===== config.mk =====
export PLATFORM = sky130hd
export DESIGN_NAME = pro_readout
export DESIGN_NICKNAME = d
export VERILOG_FILES = /design/src/hdl/pro_pkg.sv /design/src/hdl/pro_stream_if.sv /design/src/hdl/pro_buf2.sv /design/src/hdl/pro_readout.sv
export SDC_FILE = /design/constraint.sdc
export NUM_CORES = 1
export LEC_CHECK = 0
export BUFFER_PORTS_ARGS = -buffer_cell sky130_fd_sc_hd__buf_2
export CAP_MARGIN = 10
export CORE_ASPECT_RATIO = 1.5
export CORE_MARGIN = 4
export CORE_UTILIZATION = 40
export CTS_CLUSTER_SIZE = 28
export DETAILED_ROUTE_END_ITERATION = 10
export SLEW_MARGIN = 15
export SYNTH_ARGS = -nofsm -noshare
export SYNTH_HDL_FRONTEND = slang
export SYNTH_HIERARCHICAL = 1
export SYNTH_SLANG_ARGS = --single-unit

===== constraint.sdc =====
create_clock -name mclk -period 2.21 [get_ports mclk]
set_clock_uncertainty 0.05 [all_clocks]
set_input_delay 0 -clock mclk [delete_from_list [all_inputs] [get_ports mclk]]
set_output_delay 0 -clock mclk [all_outputs]
set_load 0.01 [all_outputs]

===== src/hdl/pro_pkg.sv =====
// Shared constants for the pixel readout and orientation block.
// Assumes a single 100 MHz master clock and nothing else.
package pro_pkg;
    // ****************************************************************
    // Array geometry
    // ****************************************************************
    localparam logic [10:0] PRO_COL_LAST = 11'h0_77F; // Column 1919
    localparam logic [10:0] PRO_ROW_LAST = 11'h0_437; // Row 1079
    localparam int PRO_PIX_W = 10;                    // Converted sample width
    localparam int PRO_WORD_W = 15;                   // Flags, colour and sample
    // ****************************************************************
    // Register map on the two-wire bus
    // ****************************************************************
    localparam logic [15:0] PRO_ORIENT_ADDR = 16'h0_101; // readout_orientation_ctrl
    localparam logic [7:0] PRO_ORIENT_RST = 8'h00;      // Normal scan
    localparam logic [7:0] PRO_ORIENT_MASK = 8'h03;     // Only [1:0] implemented
    localparam int PRO_ORIENT_MIRROR = 0;               // Column flip bit
    localparam int PRO_ORIENT_FLIP = 1;                 // Row flip bit
    localparam logic [6:0] PRO_DEV_ADDR = 7'h37;        // Write 0x6e, read 0x6f
    // ****************************************************************
    // Bayer colour codes {row parity, column parity}
    // ****************************************************************
    localparam logic [1:0] PRO_COL_GR = 2'h0;
    localparam logic [1:0] PRO_COL_R = 2'h1;
    localparam logic [1:0] PRO_COL_B = 2'h2;
    localparam logic [1:0] PRO_COL_GB = 2'h3;
    // ****************************************************************
    // State encodings
    // ****************************************************************
    typedef enum logic [2:0] {
        PRO_BUS_IDLE = 3'b000,
        PRO_BUS_RX = 3'b001,
        PRO_BUS_ACK = 3'b010,
        PRO_BUS_TX = 3'b011,
        PRO_BUS_TXACK = 3'b100,
        PRO_BUS_TXLD = 3'b101
    } pro_bus_st_t;
    typedef enum logic [0:0] {
        PRO_SCAN_IDLE = 1'b0,
        PRO_SCAN_RUN = 1'b1
    } pro_scan_st_t;
endpackage


===== src/hdl/pro_stream_if.sv =====
// Valid/ready carrier between the scanner and the output buffer.
// Assumes both ends run on the same clock.
`timescale 1ns/1ps
`default_nettype none
interface pro_stream_if;
    logic valid;                           // Word offered
    logic ready;                           // Word accepted this cycle
    logic [pro_pkg::PRO_WORD_W-1:0] data;  // {sof, eol, eof, colour, sample}
    modport src (output valid, output data, input ready);
    modport snk (input valid, input data, output ready);
endinterface
`default_nettype wire


===== src/hdl/pro_buf2.sv =====
// Two-entry buffer: an output register plus one skid register.
// Assumes a synchronous active-low reset on the shared clock.
`timescale 1ns/1ps
`default_nettype none
module pro_buf2
    import pro_pkg::*;
(
    input wire logic mclk,
    input wire logic rst_n,
    pro_stream_if.snk in_s,
    output logic out_valid,
    input wire logic out_ready,
    output logic [PRO_WORD_W-1:0] out_data
);
    // ****************************************************************
    // Storage
    // ****************************************************************
    logic out_valid_q, out_valid_d;   // Output entry full
    logic skid_valid_q, skid_valid_d; // Skid entry full
    logic [PRO_WORD_W-1:0] out_data_q, out_data_d;
    logic [PRO_WORD_W-1:0] skid_data_q, skid_data_d;
    logic take;                       // Input handshake
    logic give;                       // Output handshake

    // Ready is a flop so the source never sees a combinational loop
    assign in_s.ready = ~skid_valid_q;
    assign out_valid = out_valid_q;
    assign out_data = out_data_q;

    // Next state of both entries
    always_comb begin
        take = in_s.valid & ~skid_valid_q;
        give = out_valid_q & out_ready;
        out_valid_d = out_valid_q;
        skid_valid_d = skid_valid_q;
        out_data_d = out_data_q;
        skid_data_d = skid_data_q;
        if (give | ~out_valid_q) begin
            // Output slot frees: refill from skid first, keeping order
            if (skid_valid_q) begin
                out_data_d = skid_data_q;
                out_valid_d = 1'b1;
                skid_valid_d = 1'b0;
            end else begin
                out_data_d = in_s.data;
                out_valid_d = take;
            end
        end else if (take) begin
            // Receiver stalled: park the word so nothing is lost
            skid_data_d = in_s.data;
            skid_valid_d = 1'b1;
        end
    end

    // Registers only
    always_ff @(posedge mclk) begin
        if (!rst_n) begin
            out_valid_q <= 1'b0;
            skid_valid_q <= 1'b0;
            out_data_q <= '0;
            skid_data_q <= '0;
        end else begin
            out_valid_q <= out_valid_d;
            skid_valid_q <= skid_valid_d;
            out_data_q <= out_data_d;
            skid_data_q <= skid_data_d;
        end
    end
endmodule
`default_nettype wire


===== src/hdl/pro_readout.sv =====
// Readout sequencer with orientation control and two-wire register slave.
// Assumes bus pins and the sample input are synchronous to mclk.
`timescale 1ns/1ps
`default_nettype none
module pro_readout
    import pro_pkg::*;
(
    input wire logic mclk,
    input wire logic rst_n,
    input wire logic power_down_n,
    input wire logic sbcl_i,
    input wire logic sbda_i,
    output logic sbda_o,
    output logic sbda_oe_n,
    output logic [10:0] pix_row,
    output logic [10:0] pix_col,
    input wire logic [PRO_PIX_W-1:0] pix_sample,
    output logic px_valid,
    input wire logic px_ready,
    output logic [PRO_PIX_W-1:0] px_data,
    output logic [1:0] px_color,
    output logic px_sof,
    output logic px_eol,
    output logic px_eof
);
    // ****************************************************************
    // Helpers
    // ****************************************************************
    // Bayer colour of a physical site: even rows green/red, odd blue/green
    function automatic logic [1:0] bayer_of(input logic [10:0] r, input logic [10:0] c);
        bayer_of = {r[0], c[0]};
    endfunction

    // Read data for a register address; unmapped reads return zero
    function automatic logic [7:0] reg_rd(input logic [15:0] a, input logic [7:0] v);
        reg_rd = (a == PRO_ORIENT_ADDR) ? (v & PRO_ORIENT_MASK) : 8'h00;
    endfunction

    // ****************************************************************
    // Two-wire slave
    // ****************************************************************
    pro_bus_st_t bst_q, bst_d;         // Bus state
    logic scl_q, sda_q;                // Previous pin samples
    logic [3:0] bit_q, bit_d;          // Bit counter within a byte
    logic [7:0] sh_q, sh_d;            // Shift register
    logic [1:0] idx_q, idx_d;          // Byte index, saturates at 3
    logic rw_q, rw_d;                  // Read transfer
    logic [15:0] addr_q, addr_d;       // Register pointer
    logic drv_q, drv_d;                // Pull data line low
    logic [7:0] orient_q, orient_d;    // readout_orientation_ctrl
    logic scl_rise, scl_fall, start_c, stop_c;

    // Edge and condition detection, then the byte sequencer
    always_comb begin
        scl_rise = sbcl_i & ~scl_q;
        scl_fall = ~sbcl_i & scl_q;
        start_c = sbcl_i & scl_q & sda_q & ~sbda_i;
        stop_c = sbcl_i & scl_q & ~sda_q & sbda_i;
        bst_d = bst_q;
        bit_d = bit_q;
        sh_d = sh_q;
        idx_d = idx_q;
        rw_d = rw_q;
        addr_d = addr_q;
        drv_d = drv_q;
        orient_d = orient_q;
        if (start_c) begin
            // Start or repeated start: expect a device address
            bst_d = PRO_BUS_RX;
            bit_d = 4'h0;
            idx_d = 2'h0;
            drv_d = 1'b0;
        end else if (stop_c) begin
            bst_d = PRO_BUS_IDLE;
            drv_d = 1'b0;
        end else begin
            case (bst_q)
                PRO_BUS_RX: begin
                    if (scl_rise) begin
                        sh_d = {sh_q[6:0], sbda_i};
                        bit_d = bit_q + 4'h1;
                    end else if (scl_fall && bit_q == 4'h8) begin
                        // Byte complete: decode by position
                        bit_d = 4'h0;
                        bst_d = PRO_BUS_ACK;
                        drv_d = 1'b1;
                        if (idx_q != 2'h3) begin
                            idx_d = idx_q + 2'h1;
                        end
                        case (idx_q)
                            2'h0: begin
                                rw_d = sh_q[0];
                                if (sh_q[7:1] != PRO_DEV_ADDR) begin
                                    bst_d = PRO_BUS_IDLE;
                                    drv_d = 1'b0;
                                end
                            end
                            2'h1: addr_d = {sh_q, addr_q[7:0]};
                            2'h2: addr_d = {addr_q[15:8], sh_q};
                            default: begin
                                // Data byte: write, then advance pointer
                                if (addr_q == PRO_ORIENT_ADDR) begin
                                    orient_d = sh_q & PRO_ORIENT_MASK;
                                end
                                addr_d = addr_q + 16'h0001;
                            end
                        endcase
                    end
                end
                PRO_BUS_ACK: begin
                    if (scl_fall) begin
                        // Acknowledge bit ends; reads start after address byte
                        if (rw_q && idx_q == 2'h1) begin
                            sh_d = reg_rd(addr_q, orient_q);
                            drv_d = ~sh_d[7];
                            bst_d = PRO_BUS_TX;
                        end else begin
                            drv_d = 1'b0;
                            bst_d = PRO_BUS_RX;
                        end
                    end
                end
                PRO_BUS_TX: begin
                    if (scl_fall) begin
                        if (bit_q == 4'h7) begin
                            // Release for the master's acknowledge
                            drv_d = 1'b0;
                            bit_d = 4'h0;
                            addr_d = addr_q + 16'h0001;
                            bst_d = PRO_BUS_TXACK;
                        end else begin
                            sh_d = {sh_q[6:0], 1'b0};
                            drv_d = ~sh_q[6];
                            bit_d = bit_q + 4'h1;
                        end
                    end
                end
                PRO_BUS_TXACK: begin
                    // No acknowledge from master ends the read
                    if (scl_rise) begin
                        bst_d = sbda_i ? PRO_BUS_IDLE : PRO_BUS_TXLD;
                    end
                end
                PRO_BUS_TXLD: begin
                    if (scl_fall) begin
                        sh_d = reg_rd(addr_q, orient_q);
                        drv_d = ~sh_d[7];
                        bst_d = PRO_BUS_TX;
                    end
                end
                default: begin
                    drv_d = 1'b0;
                end
            endcase
        end
    end

    // Bus registers
    always_ff @(posedge mclk) begin
        if (!rst_n) begin
            bst_q <= PRO_BUS_IDLE;
            scl_q <= 1'b1;
            sda_q <= 1'b1;
            bit_q <= 4'h0;
            sh_q <= 8'h00;
            idx_q <= 2'h0;
            rw_q <= 1'b0;
            addr_q <= 16'h0000;
            drv_q <= 1'b0;
            sbda_oe_n <= 1'b1;
            orient_q <= PRO_ORIENT_RST;
        end else begin
            bst_q <= bst_d;
            scl_q <= sbcl_i;
            sda_q <= sbda_i;
            bit_q <= bit_d;
            sh_q <= sh_d;
            idx_q <= idx_d;
            rw_q <= rw_d;
            addr_q <= addr_d;
            drv_q <= drv_d;
            sbda_oe_n <= ~drv_d;
            orient_q <= orient_d;
        end
    end

    // Open-drain data line: drive low only; enable is its own flop
    assign sbda_o = 1'b0;

    // ****************************************************************
    // Array scanner
    // ****************************************************************
    pro_scan_st_t sst_q, sst_d;        // Scanner state
    logic [10:0] row_q, row_d;         // Physical row being read
    logic [10:0] col_q, col_d;         // Physical column being read
    logic [1:0] act_q, act_d;          // Orientation of current frame
    logic first_q, first_d;            // Next word opens the frame
    logic [10:0] col_end, row_end;     // Last site in scan order
    logic push;                        // Word handed to the buffer
    pro_stream_if scan_s ();

    // Step through the array in the direction the frame latched
    always_comb begin
        col_end = act_q[PRO_ORIENT_MIRROR] ? 11'h000 : PRO_COL_LAST;
        row_end = act_q[PRO_ORIENT_FLIP] ? 11'h000 : PRO_ROW_LAST;
        push = (sst_q == PRO_SCAN_RUN) & scan_s.ready;
        scan_s.valid = (sst_q == PRO_SCAN_RUN);
        scan_s.data = {first_q, col_q == col_end,
                       (col_q == col_end) & (row_q == row_end),
                       bayer_of(row_q, col_q), pix_sample};
        sst_d = sst_q;
        row_d = row_q;
        col_d = col_q;
        act_d = act_q;
        first_d = first_q;
        case (sst_q)
            PRO_SCAN_IDLE: begin
                if (power_down_n) begin
                    // Latch orientation only here, between frames
                    act_d = orient_q[1:0];
                    col_d = orient_q[PRO_ORIENT_MIRROR] ? PRO_COL_LAST : 11'h000;
                    row_d = orient_q[PRO_ORIENT_FLIP] ? PRO_ROW_LAST : 11'h000;
                    first_d = 1'b1;
                    sst_d = PRO_SCAN_RUN;
                end
            end
            PRO_SCAN_RUN: begin
                if (!power_down_n) begin
                    // Standby abandons the frame
                    sst_d = PRO_SCAN_IDLE;
                end else if (push) begin
                    first_d = 1'b0;
                    if (col_q != col_end) begin
                        col_d = act_q[PRO_ORIENT_MIRROR] ? col_q - 11'h001 : col_q + 11'h001;
                    end else if (row_q != row_end) begin
                        // Next row, progressive order
                        col_d = act_q[PRO_ORIENT_MIRROR] ? PRO_COL_LAST : 11'h000;
                        row_d = act_q[PRO_ORIENT_FLIP] ? row_q - 11'h001 : row_q + 11'h001;
                    end else begin
                        sst_d = PRO_SCAN_IDLE;
                    end
                end
            end
            default: begin
                sst_d = PRO_SCAN_IDLE;
            end
        endcase
    end

    // Scanner registers
    always_ff @(posedge mclk) begin
        if (!rst_n) begin
            sst_q <= PRO_SCAN_IDLE;
            row_q <= 11'h000;
            col_q <= 11'h000;
            act_q <= 2'h0;
            first_q <= 1'b0;
        end else begin
            sst_q <= sst_d;
            row_q <= row_d;
            col_q <= col_d;
            act_q <= act_d;
            first_q <= first_d;
        end
    end

    assign pix_row = row_q;
    assign pix_col = col_q;

    // ****************************************************************
    // Output buffer toward the link
    // ****************************************************************
    logic [PRO_WORD_W-1:0] out_word;

    pro_buf2 u_buf (
        .mclk(mclk),
        .rst_n(rst_n),
        .in_s(scan_s),
        .out_valid(px_valid),
        .out_ready(px_ready),
        .out_data(out_word)
    );

    assign px_sof = out_word[14];
    assign px_eol = out_word[13];
    assign px_eof = out_word[12];
    assign px_color = out_word[11:10];
    assign px_data = out_word[9:0];
endmodule
`default_nettype wire


==> impl_metrics.env <==
export IMPL_ys_ff_latch=98
export IMPL_holdWs_ps=79.4
export IMPL_synth_nets=756
export IMPL_die_w_um=107
export IMPL_antenna_cells=0
export IMPL_synthArstFlopShare_pct=0
export IMPL_place_congestion=0.941
export IMPL_cell_internal_pwr_uw=2750
export IMPL_rsz0062_at_grt="true"
export IMPL_setup_violations=3
export IMPL_synth_cell_types=71
export IMPL_post_route_min_period_ps=2230
export IMPL_p_per_area_nw_per_um2=511
export IMPL_cts_root_buf="clkbuf_16"
export IMPL_die_area_um2=16800
export IMPL_routed_wl_mm=16.5
export IMPL_vias=5722
export IMPL_drc=0
export IMPL_yosys_most_used_dff="dfxtp_1"
export IMPL_syn_to_final_growth_pct=24.8
export IMPL_met3_length_um=611
export IMPL_clock_latency_ps=360
export IMPL_placementRows=54
export IMPL_status="finished with violations"
export IMPL_grt_max_degree=60
export IMPL_synth_area_um2=5920
export IMPL_clock_sinks=98
export IMPL_met2WireLength_mm=8.46
export IMPL_hold_viol=0
export IMPL_nets=865
export IMPL_final_cells=1020
export IMPL_yosys_warnings=6
export IMPL_hp_class="primary input to flip-flop"
export IMPL_pwr_share_clk_pct=42.9
export IMPL_overflow=0
export IMPL_drive_gt1_share_pct=23.5
export IMPL_synth_edf_count=0
export IMPL_grt_use_total_pct=19.0
export IMPL_top_layer="met4"
export IMPL_placedCellCount=976
export IMPL_start_util_pct=40.7
export IMPL_setup_tns_ps=-41.4
export IMPL_power_leakage_uw=0.00287
export IMPL_slew_viol_final=0
export IMPL_ios=56
export IMPL_combPwrFrac_pct=8.8
export IMPL_h_tree_depth=3
export IMPL_worst_path_max_fanout=7
export IMPL_firstDrtPassIters=7
export IMPL_ys_seq_area_share_pct=33.2
export IMPL_viasPerCell=5.61
export IMPL_failed_checks="setup timing"
export IMPL_required_ps=2430
export IMPL_antenna_found_initial=0
export IMPL_seqPwrFrac_pct=48.4
export IMPL_numCtsBuffers=9
export IMPL_fin_crit_sh_pct=101
export IMPL_max_freq_mhz=449
export IMPL_wl_per_cell_um=16.1
export IMPL_clk_pin_slew_worst_paths_ps=80
export IMPL_fin_ws_ps=-19.3
export IMPL_p_sw_uw=1030
export IMPL_maxCapViolCount=0
export IMPL_endpoint_kind="flip-flop"
export IMPL_worstMarginPinSlew_ps=702
export IMPL_critPathKind="flip-flop to flip-flop"
export IMPL_drt_iter0_drc=260
export IMPL_synthCells=710
export IMPL_syn_area_per_cell_um2=8.34
export IMPL_sw_frac_of_total_pct=27.2
export IMPL_grt_pass1_wl_mm=26.3
export IMPL_met1Wirelength_mm=6.77
export IMPL_cts_buffer_depth=2
export IMPL_cts_tree="built"
export IMPL_maxSlewHeadroom_pct=53.2
export IMPL_setup_worst_path_start_class="flip-flop"
export IMPL_critPathArrivalTime_ps=2450
export IMPL_dp_hpwl_mm=11.8
export IMPL_vdd_ir_drop_max_mv=0.338
export IMPL_grt_pass1_vias=5619
export IMPL_core_um2=14500
export IMPL_die_y_um=157
export IMPL_ant_nets=0
export IMPL_io_buffer_count=54
## worst max-delay path, cell delays in order, from the launching register on
cell       delay, ps
dfxtp_4          380
buf_6            120
ha_4             260
nand4_1          170
a2111oi_4        490
and2_4           270
buf_4            140
mux2i_1           60
a211oi_1         200
## Yosys cell counts, drive strengths merged, types with 8 or more instances
cell	instances	area (um^2)
a311oi	8	70.1
o21ai	43	219
buf	16	124
a211oi	22	165
nand4	11	68.8
nor3	14	70.1
nor2	52	195
ha	28	350
nand2b	15	101
inv	16	60.1
a21oi	61	309
o211ai	10	80.1
nand2	81	304
xnor2	16	140
a31oi	8	50.1
dfxtp	98	1960
mux2i	40	400
clkbuf	25	93.8
nor3b	17	128
nand3	22	110
## layer usage
metal	vias to the layer above	global-route usage [%]
met3	46	3.28
li1	2843	-
met2	148	34.5
met4	0	9.26
met5	-	0
met1	2685	21.2
## path summary, 6_finish.rpt
| kind | start | depth (start not counted) | slack [ps] | end |
|---|---|---|---|---|
| setup / recovery | act_q[0]$_SDFFE_PN0P_ | 8 | -20 | u_buf/out_data[12]$_SDFFE_PN0P_ |
| hold / removal | rst_n | 5 | 80 | bit_q[1]$_SDFFE_PP0P_ |
| setup reg to reg | act_q[0]$_SDFFE_PN0P_ | 8 | -20 | u_buf/out_data[12]$_SDFFE_PN0P_ |
| hold reg to reg | u_buf/skid_data_q[10]$_SDFFE_PN0P_ | 2 | 410 | u_buf/skid_data_q[10]$_SDFFE_PN0P_ |
## logic make-up after synthesis
logic type                 share of synthesized area (%)
adders and majority gates                           6.60
muxes                                               6.77
and+or+nand+nor                                     23.2
buffers and inverters                               4.82
xor gates and xnor gates                            3.11
other                                             0.0634
AOI/OAI and AO/OA                                   22.3
DFF                                                 33.2
## layout by cell type (no fill, tap or decap), types with 9 or more instances in the layout
| master | n |
|---|---|
| o21ai_1 | 9 |
| nor3_1 | 14 |
| a21oi_1 | 56 |
| ha_1 | 25 |
| nor3b_1 | 17 |
| o211ai_1 | 9 |
| mux2i_1 | 40 |
| a211oi_1 | 20 |
| nand4_1 | 11 |
| dfxtp_1 | 91 |
| nand2_1 | 79 |
| nor2_1 | 52 |
| clkbuf_16 | 9 |
| nand3_1 | 21 |
| xnor2_1 | 16 |
| buf_2 | 55 |
| o21ai_0 | 32 |
| dlygate4sd3_1 | 13 |
| nand2b_1 | 14 |
| buf_4 | 64 |
| inv_1 | 14 |
## what timing repair did
action / CTS / global route
setup endpoints to repair: 23 / 41
resized for setup: 5 / 52
hold endpoints to repair: 23 / 0
pin swaps: 1 / 14
setup buffers: 1 / 11
hold buffers: 13 / 0
gates cloned: 0 / 4
## per-stage QoR
stage / worst slack, ps / cell area (um^2) / total power (uW) / util [%]
2_1_floorplan: 27.5 / 5920 / 2050 / -
3_3_place_gp: -27.7 / 6650 / 2150 / 45.7
3_5_place_dp: -77.7 / 6650 / 2160 / 45.7
4_1_cts: 23.7 / 7090 / 3790 / 48.8
5_1_grt: -113 / 7380 / 3900 / 50.8
6_report: -19.3 / 7380 / 3770 / 50.8
## power groups by stage
stage / Combinational [uW] / Sequential [uW] / Clock, uW
final: 331 / 1830 / 1620
after detailed placement: 289 / 1870 / 0
after global routing: 365 / 1830 / 1710
after CTS: 308 / 1820 / 1660
after global placement: 285 / 1860 / 0
after floorplan: 171 / 1870 / 0
## cell type report
type                            count  area [um^2]
Timing Repair Buffer              137          942
Inverter                           18         67.6
Multi-Input combinational cell    555         3850
Sequential cell                    98         1970
Clock inverter                      7         76.3
Fill cell                        1378         7140
Clock buffer                        9          225
Tap cell                          196          245
## flip-flops by register name (all words and copies together) (netlist names), 2 cells and up
| name | cells |
|---|---|
| idx_q | 2 |
| u_buf/skid_data_q | 15 |
| u_buf/out_data | 15 |
| act_q | 2 |
| bst_q | 3 |
| sh_q | 8 |
| orient_q | 2 |
| pix_col | 11 |
| bit_q | 4 |
| pix_row | 11 |
| addr_q | 16 |
Note: power is estimated with default switching activity, not from simulation.
